===== config.mk =====
export PLATFORM = sky130hd
export DESIGN_NAME = supervision_timer
export DESIGN_NICKNAME = d
export VERILOG_FILES = /design/src/shared/supervision_timer_pkg.sv /design/src/shared/prescale_if.sv /design/src/verilog/supervision_prescaler.sv /design/src/verilog/supervision_timer.sv
export SDC_FILE = /design/constraint.sdc
export NUM_CORES = 1
export LEC_CHECK = 0
export BUFFER_PORTS_ARGS = -buffer_cell sky130_fd_sc_hd__buf_4
export CORE_ASPECT_RATIO = 1.2
export CORE_MARGIN = 4
export CORE_UTILIZATION = 35
export CTS_BUF_LIST = sky130_fd_sc_hd__clkbuf_16
export CTS_CLUSTER_DIAMETER = 120
export CTS_CLUSTER_SIZE = 20
export DETAILED_ROUTE_END_ITERATION = 8
export HOLD_SLACK_MARGIN = 0.05
export PLACE_DENSITY = 0.57
export SLEW_MARGIN = 20
export SYNTH_ARGS = -nofsm -noshare
export SYNTH_HDL_FRONTEND = slang
export SYNTH_SLANG_ARGS = --single-unit

===== constraint.sdc =====
create_clock -name ref_clk_in -period 2.5 [get_ports ref_clk_in]
set_input_delay 0 -clock ref_clk_in [delete_from_list [all_inputs] [get_ports ref_clk_in]]
set_output_delay 0 -clock ref_clk_in [all_outputs]
set_load 0.01 [all_outputs]

===== src/shared/supervision_timer_pkg.sv =====
// Constants and types shared by the supervision timer design files.
package supervision_timer_pkg;
	localparam int          CLK_PERIOD_NS       = 100;
	localparam int          ACCESS_WINDOW_NS    = 6400;
	localparam int          ACCESS_LIMIT_INT    = ACCESS_WINDOW_NS / CLK_PERIOD_NS;
	localparam logic [6:0]  ACCESS_LIMIT        = 7'(ACCESS_LIMIT_INT);
	localparam logic [9:0]  RESET_HOLD_LAST     = 10'h3FF;
	localparam logic [15:0] FIXED_RELOAD        = 16'hFFFC;
	localparam logic [15:0] COUNT_TOP           = 16'hFFFF;
	localparam logic [15:0] RELOAD_RESET        = 16'h0000;
	localparam logic [5:0]  PASSWORD_RESET      = 6'h00;
	// Fixed password field value; arbitrary.
	localparam logic [7:0]  FIXED_PASSWORD      = 8'hA5;
	localparam int          ENDINIT_BIT         = 0;
	localparam int          GUARD_BIT           = 1;
	localparam int          USER_PW_LSB         = 2;
	localparam int          USER_PW_MSB         = 7;
	localparam int          FIXED_PW_LSB        = 8;
	localparam int          FIXED_PW_MSB        = 15;
	localparam int          RELOAD_LSB          = 16;
	localparam int          RELOAD_MSB          = 31;
	localparam logic [13:0] SLOW_DIV_MASK       = 14'h3FFF;
	localparam logic [13:0] FAST_DIV_MASK       = 14'h00FF;

	typedef enum logic [3:0]
	{
		ST_NORMAL  = 4'b0001,
		ST_TIMEOUT = 4'b0010,
		ST_PREWARN = 4'b0100,
		ST_RESET   = 4'b1000
	} wd_state_t;
endpackage


===== src/shared/prescale_if.sv =====
// Link between the timer core and its input clock divider.
`timescale 1ns/1ns
interface prescale_if;
	logic sel;
	logic tick;
	modport ctrl (output sel, input tick);
	modport div (input sel, output tick);
endinterface


===== src/verilog/supervision_prescaler.sv =====
// Free-running divider giving one tick per 256 or 16384 clocks.
`timescale 1ns/1ns
module supervision_prescaler
	import supervision_timer_pkg::*;
(
	input  wire logic ref_clk_in,
	input  wire logic reset_n_in,
	prescale_if.div   pre
);
	logic [13:0] div;
	logic [13:0] next_div;
	logic        tick;
	logic        next_tick;

	always_comb
	begin
		next_div  = div + 14'h0001;
		next_tick = pre.sel ? ((div & SLOW_DIV_MASK) == SLOW_DIV_MASK)
		                    : ((div & FAST_DIV_MASK) == FAST_DIV_MASK);
	end

	always_ff @(posedge ref_clk_in or negedge reset_n_in)
	begin
		if (!reset_n_in)
		begin
			div  <= 14'h0000;
			tick <= 1'b0;
		end
		else
		begin
			div  <= next_div;
			tick <= next_tick;
		end
	end

	assign pre.tick = tick;
endmodule


===== src/verilog/supervision_timer.sv =====
// Password-guarded supervision timer with pre-warning and lock bit.
//
// Contract
// RULE1: 16-bit counter ticks at clock/256 or /16384, reloads user value.
// RULE2: Time-out and pre-warning modes reload a fixed constant instead.
// RULE3: Writes must carry correct fixed and user password fields; the code checks only the fixed field on the second write.
// RULE4: Service takes two writes; second must come within a limited gap.
// RULE5: Wrong password on first write or bad guard on second starts reset.
// RULE6: Counter overflow before service starts reset.
// RULE7: Timeout may be disabled; password and lock checking stay active.
// RULE8: A second timer reset holds the system in reset until power-on.
// RULE9: The block holds the lock bit and checks every change to it.
// RULE10: The trap raised on error also wakes the system to run mode.
// RULE11: An error raises the trap first, system reset comes later.
// RULE12: The lock bit state drives a system-wide protection line.
// RULE13: A valid full service restarts the counter from its reload.
`timescale 1ns/1ns
module supervision_timer
	import supervision_timer_pkg::*;
(
	input  wire logic        ref_clk_in,
	input  wire logic        reset_n_in,
	input  wire logic        wr_in,
	input  wire logic [31:0] wr_data_in,
	input  wire logic        prescale_sel_in,
	input  wire logic        timeout_disable_in,
	output logic      [15:0] count_out,
	output logic             endinit_out,
	output logic             nmi_out,
	output logic             wake_out,
	output logic             sys_reset_out,
	output logic             hold_reset_out
);
	prescale_if pre ();

	wd_state_t   state;
	wd_state_t   next_state;
	logic [15:0] count;
	logic [15:0] next_count;
	logic [15:0] reload;
	logic [15:0] next_reload;
	logic [5:0]  password;
	logic [5:0]  next_password;
	logic        endinit;
	logic        next_endinit;
	logic        armed;
	logic        next_armed;
	logic [6:0]  win_cnt;
	logic [6:0]  next_win_cnt;
	logic [9:0]  rst_cnt;
	logic [9:0]  next_rst_cnt;
	logic        reset_seen;
	logic        next_reset_seen;
	logic        nmi;
	logic        next_nmi;
	logic        wake;
	logic        next_wake;
	logic        sys_reset;
	logic        next_sys_reset;
	logic        hold;
	logic        next_hold;
	logic        fixed_ok;
	logic        first_ok;
	logic        second_ok;
	logic        err;

	assign pre.sel = prescale_sel_in;

	supervision_prescaler u_prescaler
	(
		.ref_clk_in (ref_clk_in),
		.reset_n_in (reset_n_in),
		.pre        (pre.div)
	);

	always_comb
	begin
		fixed_ok  = wr_data_in[FIXED_PW_MSB:FIXED_PW_LSB] == FIXED_PASSWORD;
		first_ok  = fixed_ok && wr_data_in[GUARD_BIT] // RULE3
		            && wr_data_in[USER_PW_MSB:USER_PW_LSB] == password;
		second_ok = fixed_ok && !wr_data_in[GUARD_BIT];
	end

	always_comb
	begin
		next_state      = state;
		next_count      = count;
		next_reload     = reload;
		next_password   = password;
		next_endinit    = endinit;
		next_armed      = armed;
		next_win_cnt    = armed ? win_cnt + 7'h01 : 7'h00;
		next_rst_cnt    = rst_cnt;
		next_reset_seen = reset_seen;
		next_nmi        = 1'b0;
		next_wake       = 1'b0;
		next_sys_reset  = sys_reset;
		next_hold       = hold;
		err             = 1'b0;
		unique case (state)
			ST_NORMAL, ST_TIMEOUT:
			begin
				if (pre.tick)
				begin
					if (count != COUNT_TOP)
						next_count = count + 16'h0001; // RULE1
					else if (state == ST_TIMEOUT || !timeout_disable_in)
						err = 1'b1; // RULE6
					else
						next_count = reload; // RULE7
				end
				if (wr_in && !armed)
				begin
					if (first_ok)
						next_armed = 1'b1; // RULE4
					else
						err = 1'b1; // RULE5
				end
				else if (wr_in)
				begin
					next_armed = 1'b0;
					if (second_ok)
					begin
						next_endinit  = wr_data_in[ENDINIT_BIT]; // RULE9
						next_password = wr_data_in[USER_PW_MSB:USER_PW_LSB];
						next_reload   = wr_data_in[RELOAD_MSB:RELOAD_LSB];
						if (wr_data_in[ENDINIT_BIT])
						begin
							next_state = ST_NORMAL;
							next_count = wr_data_in[RELOAD_MSB:RELOAD_LSB]; // RULE13
						end
						else
						begin
							next_state = ST_TIMEOUT;
							next_count = FIXED_RELOAD; // RULE2
						end
					end
					else
						err = 1'b1; // RULE5
				end
				else if (armed && win_cnt == ACCESS_LIMIT)
					next_armed = 1'b0; // RULE4
				if (err)
				begin
					next_state = ST_PREWARN; // RULE11
					next_count = FIXED_RELOAD; // RULE2
					next_armed = 1'b0;
					next_nmi   = 1'b1;
					next_wake  = 1'b1; // RULE10
				end
			end
			ST_PREWARN:
			begin
				if (pre.tick && count == COUNT_TOP)
				begin
					next_state     = ST_RESET;
					next_sys_reset = 1'b1; // RULE11
					next_rst_cnt   = 10'h000;
				end
				else if (pre.tick)
					next_count = count + 16'h0001;
			end
			ST_RESET:
			begin
				if (!hold && rst_cnt == RESET_HOLD_LAST)
				begin
					if (reset_seen)
						next_hold = 1'b1; // RULE8
					else
					begin
						next_reset_seen = 1'b1;
						next_sys_reset  = 1'b0;
						next_state      = ST_TIMEOUT;
						next_endinit    = 1'b0;
						next_count      = FIXED_RELOAD;
					end
				end
				else if (!hold)
					next_rst_cnt = rst_cnt + 10'h001;
			end
		endcase
	end

	always_ff @(posedge ref_clk_in or negedge reset_n_in)
	begin
		if (!reset_n_in)
		begin
			state      <= ST_TIMEOUT;
			count      <= FIXED_RELOAD;
			reload     <= RELOAD_RESET;
			password   <= PASSWORD_RESET;
			endinit    <= 1'b0;
			armed      <= 1'b0;
			win_cnt    <= 7'h00;
			rst_cnt    <= 10'h000;
			reset_seen <= 1'b0;
			nmi        <= 1'b0;
			wake       <= 1'b0;
			sys_reset  <= 1'b0;
			hold       <= 1'b0;
		end
		else
		begin
			state      <= next_state;
			count      <= next_count;
			reload     <= next_reload;
			password   <= next_password;
			endinit    <= next_endinit;
			armed      <= next_armed;
			win_cnt    <= next_win_cnt;
			rst_cnt    <= next_rst_cnt;
			reset_seen <= next_reset_seen;
			nmi        <= next_nmi;
			wake       <= next_wake;
			sys_reset  <= next_sys_reset;
			hold       <= next_hold;
		end
	end

	assign count_out      = count;
	assign endinit_out    = endinit; // RULE12
	assign nmi_out        = nmi;
	assign wake_out       = wake;
	assign sys_reset_out  = sys_reset;
	assign hold_reset_out = hold;
endmodule

After elaboration in Yosys (flattened, before gate mapping):

Index checks and enable logic that the tools add are counted.
Widths: inputs -> output; s select.

* flip-flop bits (word level): 80
* input bits: 37

* add/sub/neg operators: 4
* equal/unequal tests: 26
* mux-type cells: 51
* bitwise logic cells: 1
* reduce and logical (&&, ||, !) cells: 25

Operators with widths (count)
* $mux 16: 12
* $pmux 16 s3: 1
* $mux 10: 3
* $mux 4: 7
* $mux 1: 22
* $pmux 10 s2: 1
* $ne 2x2->1 const B: 9
* $add 16x1->16 const B: 1
* $eq 16x16->1 const B: 1
* $eq 8x8->1 const B: 2
* $ne 16x16->1 const B: 1
* $reduce_and 4->1: 4
* $add 14x1->14 const B: 1
* $eq 14x14->1 const B: 1
* $pmux 4 s3: 1
* $reduce_and 6->1: 2
* $add 10x1->10 const B: 1
* $eq 10x10->1 const B: 1
* $ne 3x3->1 const B: 3
* $add 7x1->7 const B: 1
* $eq 7x7->1 const B: 1
* $logic_and 1x1->1: 7
* $mux 7: 1
* $eq 6x6->1: 1
* other kinds (16): 22

Depth between registers and ports, before layout:

* word-level depth: 11
* mapped depth: 10
* depth with buffers taken out: 7

By module:

Synthesis repeated with hierarchy kept, for this count alone.

* cells, all modules: 504
* area, all modules: 4757.1 um2

By module, submodules not included
* supervision_timer: times used 1, cells an instance 452, area each 4121.5 um2
* supervision_prescaler: times used 1, cells an instance 52, area each 635.6 um2

Least setup slack after synthesis:

No wires, ideal clock.

* kind: reg2reg
* start point: register count[0] (netlist: count_out[0])
* end point: register count[13] (netlist: count_out[13])
* library setup time: 84 ps
* data arrival time: 2337 ps
* required time: 2416 ps
* path slack: 80 ps
* cell stages (with the launch flop): 11
* clock period less this slack: 2420 ps
* path through: dfrtp_1 -> ha_1 -> buf_2 -> nand3_4 -> or4_4 -> buf_6 -> and2_4 -> buf_6 -> a21oi_1 -> nor3_1 -> a221o_1

* word-level cells in the longest chain between the ends: 9
* elaborated cells between the ends (all ways): 22

RTL lines
* start, declared: line supervision_timer.sv:38 `logic [15:0] count;`
* start signal, assigned: line supervision_timer.sv:205 `count <= next_count;`
* branches (longest 9 deep; another with $add 16x1->16)

Parallel ways; which one is timed is not known. The select of a mux whose other input is x is not followed.
A chain may end at the register's enable or synchronous reset.

Worst setup path in the final report:

* start point: register state[1]
* end point: register count[9] (netlist: count_out[9])

* word-level cells in the longest chain between the ends: 11
* elaborated cells between the ends (all ways): 27

RTL lines
* start, declared: line supervision_timer.sv:36 `wd_state_t state;`
* start signal, assigned: line supervision_timer.sv:204 `state <= next_state;`
* $eq 4x2->1: line supervision_timer.sv:100, supervision_timer.sv:107
* $logic_or 1x1->1: line supervision_timer.sv:107 `else if (state == ST_TIMEOUT || !timeout_disable_in)`
* $mux 1: line supervision_timer.sv:107
* $mux 1: line supervision_timer.sv:105 `if (count != COUNT_TOP)`
* $mux 1: line supervision_timer.sv:103 `if (pre.tick)`
* $mux 1: line supervision_timer.sv:122 `if (second_ok)`
* $mux 1: line supervision_timer.sv:119 `else if (wr_in)`
* $mux 1: line supervision_timer.sv:112 `if (wr_in && !armed)`
* $mux 1: line supervision_timer.sv:100 `unique case (state)`
* $mux 16: line supervision_timer.sv:143 `if (err)`
* $pmux 16 s3: line supervision_timer.sv:100

Parallel ways exist; a longest one is shown, timed or not. The select of a mux whose other input is x is not followed.

==> impl_metrics.env <==
export IMPL_result_of_the_run="complete, no violations"
export IMPL_number_of_remaining_drc_errors=0
export IMPL_standard_cell_row_count=46
export IMPL_share_of_the_synthesized_area_in_the_top_cell_type=0.3351
export IMPL_seqCellArea_um2=2021
export IMPL_nets=681
export IMPL_num_antenna_cells=0
export IMPL_grt_remaining_overflow=0
export IMPL_maximum_number_of_pins_on_one_net_before_global_route_repair=80
export IMPL_leakagePower_uw=0.002722
export IMPL_timing_critical_path_fanout_max=7
export IMPL_synth_flop_cell="dfrtp_1"
export IMPL_max_slew_worst_pin_slew_ns=0.7574
export IMPL_placedCellCount=771
export IMPL_cp_end_kind="flop"
export IMPL_seq_area_frac_synth=0.4163
export IMPL_fin_crit_sh=0.9643
export IMPL_worst_setup_hold_path_clk_slew_ns=0.06
export IMPL_final_hold_viol_count=0
export IMPL_worst_setup_path_start_kind="flop"
export IMPL_boundaryPins=58
export IMPL_detail_route_antenna_nets=0
export IMPL_wl_per_cell_um=19.23
export IMPL_dieWidth_um=115.5
export IMPL_drt_pre_antenna_iters=5
export IMPL_rr_startpoint="state[1]$_DFFE_PN1P_"
export IMPL_setup_viol=0
export IMPL_portBuffers=57
export IMPL_pwr_density_cell_nw_per_um2=451.8
export IMPL_worstPathRequired_ns=2.75
export IMPL_ys_top_cells_by_area="dfrtp_1 (34%), dfstp_2 (8.1%), mux2_2 (5.1%)"
export IMPL_pre_cts_slack_ns=0.06330
export IMPL_rel_slew_slack=0.4951
export IMPL_dieArea_um2=15820
export IMPL_die_y_um=137.0
export IMPL_start_util=0.3619
export IMPL_synth_edf_count=0
export IMPL_final_setup_worst_slack_ns=0.08922
export IMPL_clock_skew_final_ns=0.006544
export IMPL_n_fill_cell=1313
export IMPL_most_used_cells_in_the_layout_excluding_fill_and_tap_cells="buf_4 (104), dfrtp_1 (65), nor2_1 (49), nand2_1 (42), o21ai_0 (40)"
export IMPL_synth_fp_nets=567
export IMPL_crit_start="state[1]$_DFFE_PN1P_"
export IMPL_globalRouteTotalUtil=0.2048
export IMPL_totalWireLength_um=15620
export IMPL_half_perimeter_wire_length_of_the_detailed_placement_result_um=11650
export IMPL_via_count_of_the_first_global_routing_pass=4693
export IMPL_placeableCoreArea_um2=13410
export IMPL_synth_seq_cells=80
export IMPL_synth_top_cell_by_area="dfrtp_1"
export IMPL_via_density=5.764
export IMPL_hold_slack_ns=0.07344
export IMPL_area_taken_by_multi_input_logic_gates_um2=2638
export IMPL_finalMaxSlewViolations=0
export IMPL_timing_max_cap_violations=0
export IMPL_post_synth_cell_area_avg_um2=9.245
export IMPL_setup_worst_path_class="reg -> reg"
export IMPL_routed_via_count=4680
export IMPL_finalCoreUtilization=0.4681
export IMPL_layout_cells_most_common="buf_4"
export IMPL_fmax_mhz=414.8
export IMPL_worstPathArrival_ns=2.66
export IMPL_irDropWorstVdd_mv=0.3008
export IMPL_worst_hold_start="wr_data_in[0]"
export IMPL_antenna_found_initial=0
export IMPL_tritoncts_clock_tree="done"
export IMPL_synthCells=525
export IMPL_rsz0062_at_grt="false"
export IMPL_rd_place_congestion=0.9359
export IMPL_synth_distinct_cells=78
export IMPL_ctsHtreeMaxLevel=3
export IMPL_finalNonFillerCells=812
export IMPL_layout_cell_share_with_drive_strength_beyond_1=0.2686
export IMPL_cts_buffers_inserted=9
export IMPL_timing_final_crit_period_ns=2.411
export IMPL_clockRootBuffer="clkbuf_16"
export IMPL_yosys_warnings=0
export IMPL_wire_length_of_the_first_global_routing_pass_um=25100
export IMPL_cts_sink_count=80
export IMPL_syn_cell_area_um2=4853
export IMPL_hold_path_class="in -> reg"
export IMPL_cts_repair_timing_setup_buffer_count=0
export IMPL_fin_tns_setup_ns=0
export IMPL_max_clock_path_buffers=2
export IMPL_drtIter0Drc=306
export IMPL_synth_async_reset_ratio=1.000
export IMPL_layout_area_overhead_vs_synth_pct=29.34
export IMPL_worst_skew_pair_late_latency_ns=0.33
report_power, final:
| part | total (uW) | switching (uW) | internal [uW] |
|---|---|---|---|
| logic | 140 | 66.5 | 73.7 |
| registers | 1300 | 0 | 1300 |
| clock network | 1400 | 530 | 869 |
| total | 2840 | 597 | 2240 |
state kept, by name, summed over array words and instances, names as in the netlist:
signal / flops
hold_reset_out: 1
u_prescaler.pre.tick: 1
state: 4
reset_seen: 1
u_prescaler.div: 14
sys_reset_out: 1
win_cnt: 7
armed: 1
count_out: 16
endinit_out: 1
wake_out: 1
reload: 16
password: 6
rst_cnt: 10
layout make-up:
| cell class | count | area share |
|---|---|---|
| multi-input cells | 404 | 0.4202 |
| inverters | 14 | 0.008372 |
| repair buffers | 130 | 0.1660 |
| well taps | 168 | 0.03349 |
| clock inverters | 7 | 0.01415 |
| flip-flops and latches | 80 | 0.3219 |
| clock buffers | 9 | 0.03588 |
cell families after synthesis:
logic type      count (synthesis)  synth area share
flops                          80            0.4163
xor+xnor                       34           0.06136
compound gates                128            0.1810
fa+ha+maj                       5           0.01289
buf+inv                        41           0.04099
simple gates                  214            0.2343
mux                            23           0.05311
repair_timing:
item                                    in CTS  in global routing
resized for setup                            0                  1
endpoints found under the setup margin       0                  5
hold buffers                                25                  0
hold endpoints to repair                    93                  0
cells in the mapped netlist (all sizes together) (4+ instances only):
master and instances:
dfrtp 65, nor2 50, nand2 43, o21ai 42, xnor2 26, nand3 25
a21oi 24, mux2 22, nor3 21, nand4 20, buf 17, dfstp 15
inv 13, and3 10, clkbuf 10, a31oi 9, xor2 8, nand2b 6
and2 5, ha 5, nor2b 5, nor4 5, or3 5, or4 5
a221oi 4, and4 4, o211ai 4, o31ai 4
worst max-delay path: stages, from the launching register on:
cell and delay, ns:
dfstp_2 0.58, or4b_1 0.55, nand4_1 0.34, or2_2 0.23, nor2_1 0.04, or4_1 0.50, o221ai_1 0.09
per-layer routing:
layer / global-route usage / share of wire / routed length, um / vias up
met5: 0 / 0 / 0 / -
met4: 0.07567 / 0.022 / 350 / 0
met3: 0.03538 / 0.063 / 983 / 31
met2: 0.3575 / 0.51 / 7960 / 180
met1: 0.2515 / 0.40 / 6324 / 2294
li1: - / - / - / 2175
per-stage QoR:
stage,area [um^2],total power (uW)
6_report,6277,2836
5_1_grt,6277,2942
4_1_cts,6270,2875
3_5_place_dp,5705,1429
3_3_place_gp,5705,1429
2_1_floorplan,4853,1339
worst paths after layout:
| check | endpoint | slack, ns | cells past startpoint |
|---|---|---|---|
| hold reg to reg | u_prescaler.div[5]$_DFF_PN0_ | 0.47 | 1 |
| max in group asynchronous | count_out[7]$_DFFE_PN1P_ | 1.59 | 3 |
| setup reg to reg | count_out[9]$_DFFE_PN1P_ | 0.09 | 6 |
| hold / removal | endinit_out$_DFFE_PN0P_ | 0.07 | 3 |
| min in group asynchronous | count_out[0]$_DFFE_PN0P_ | 0.28 | 2 |
| setup / recovery | count_out[9]$_DFFE_PN1P_ | 0.09 | 6 |
Power figures use the tool's default switching activity.
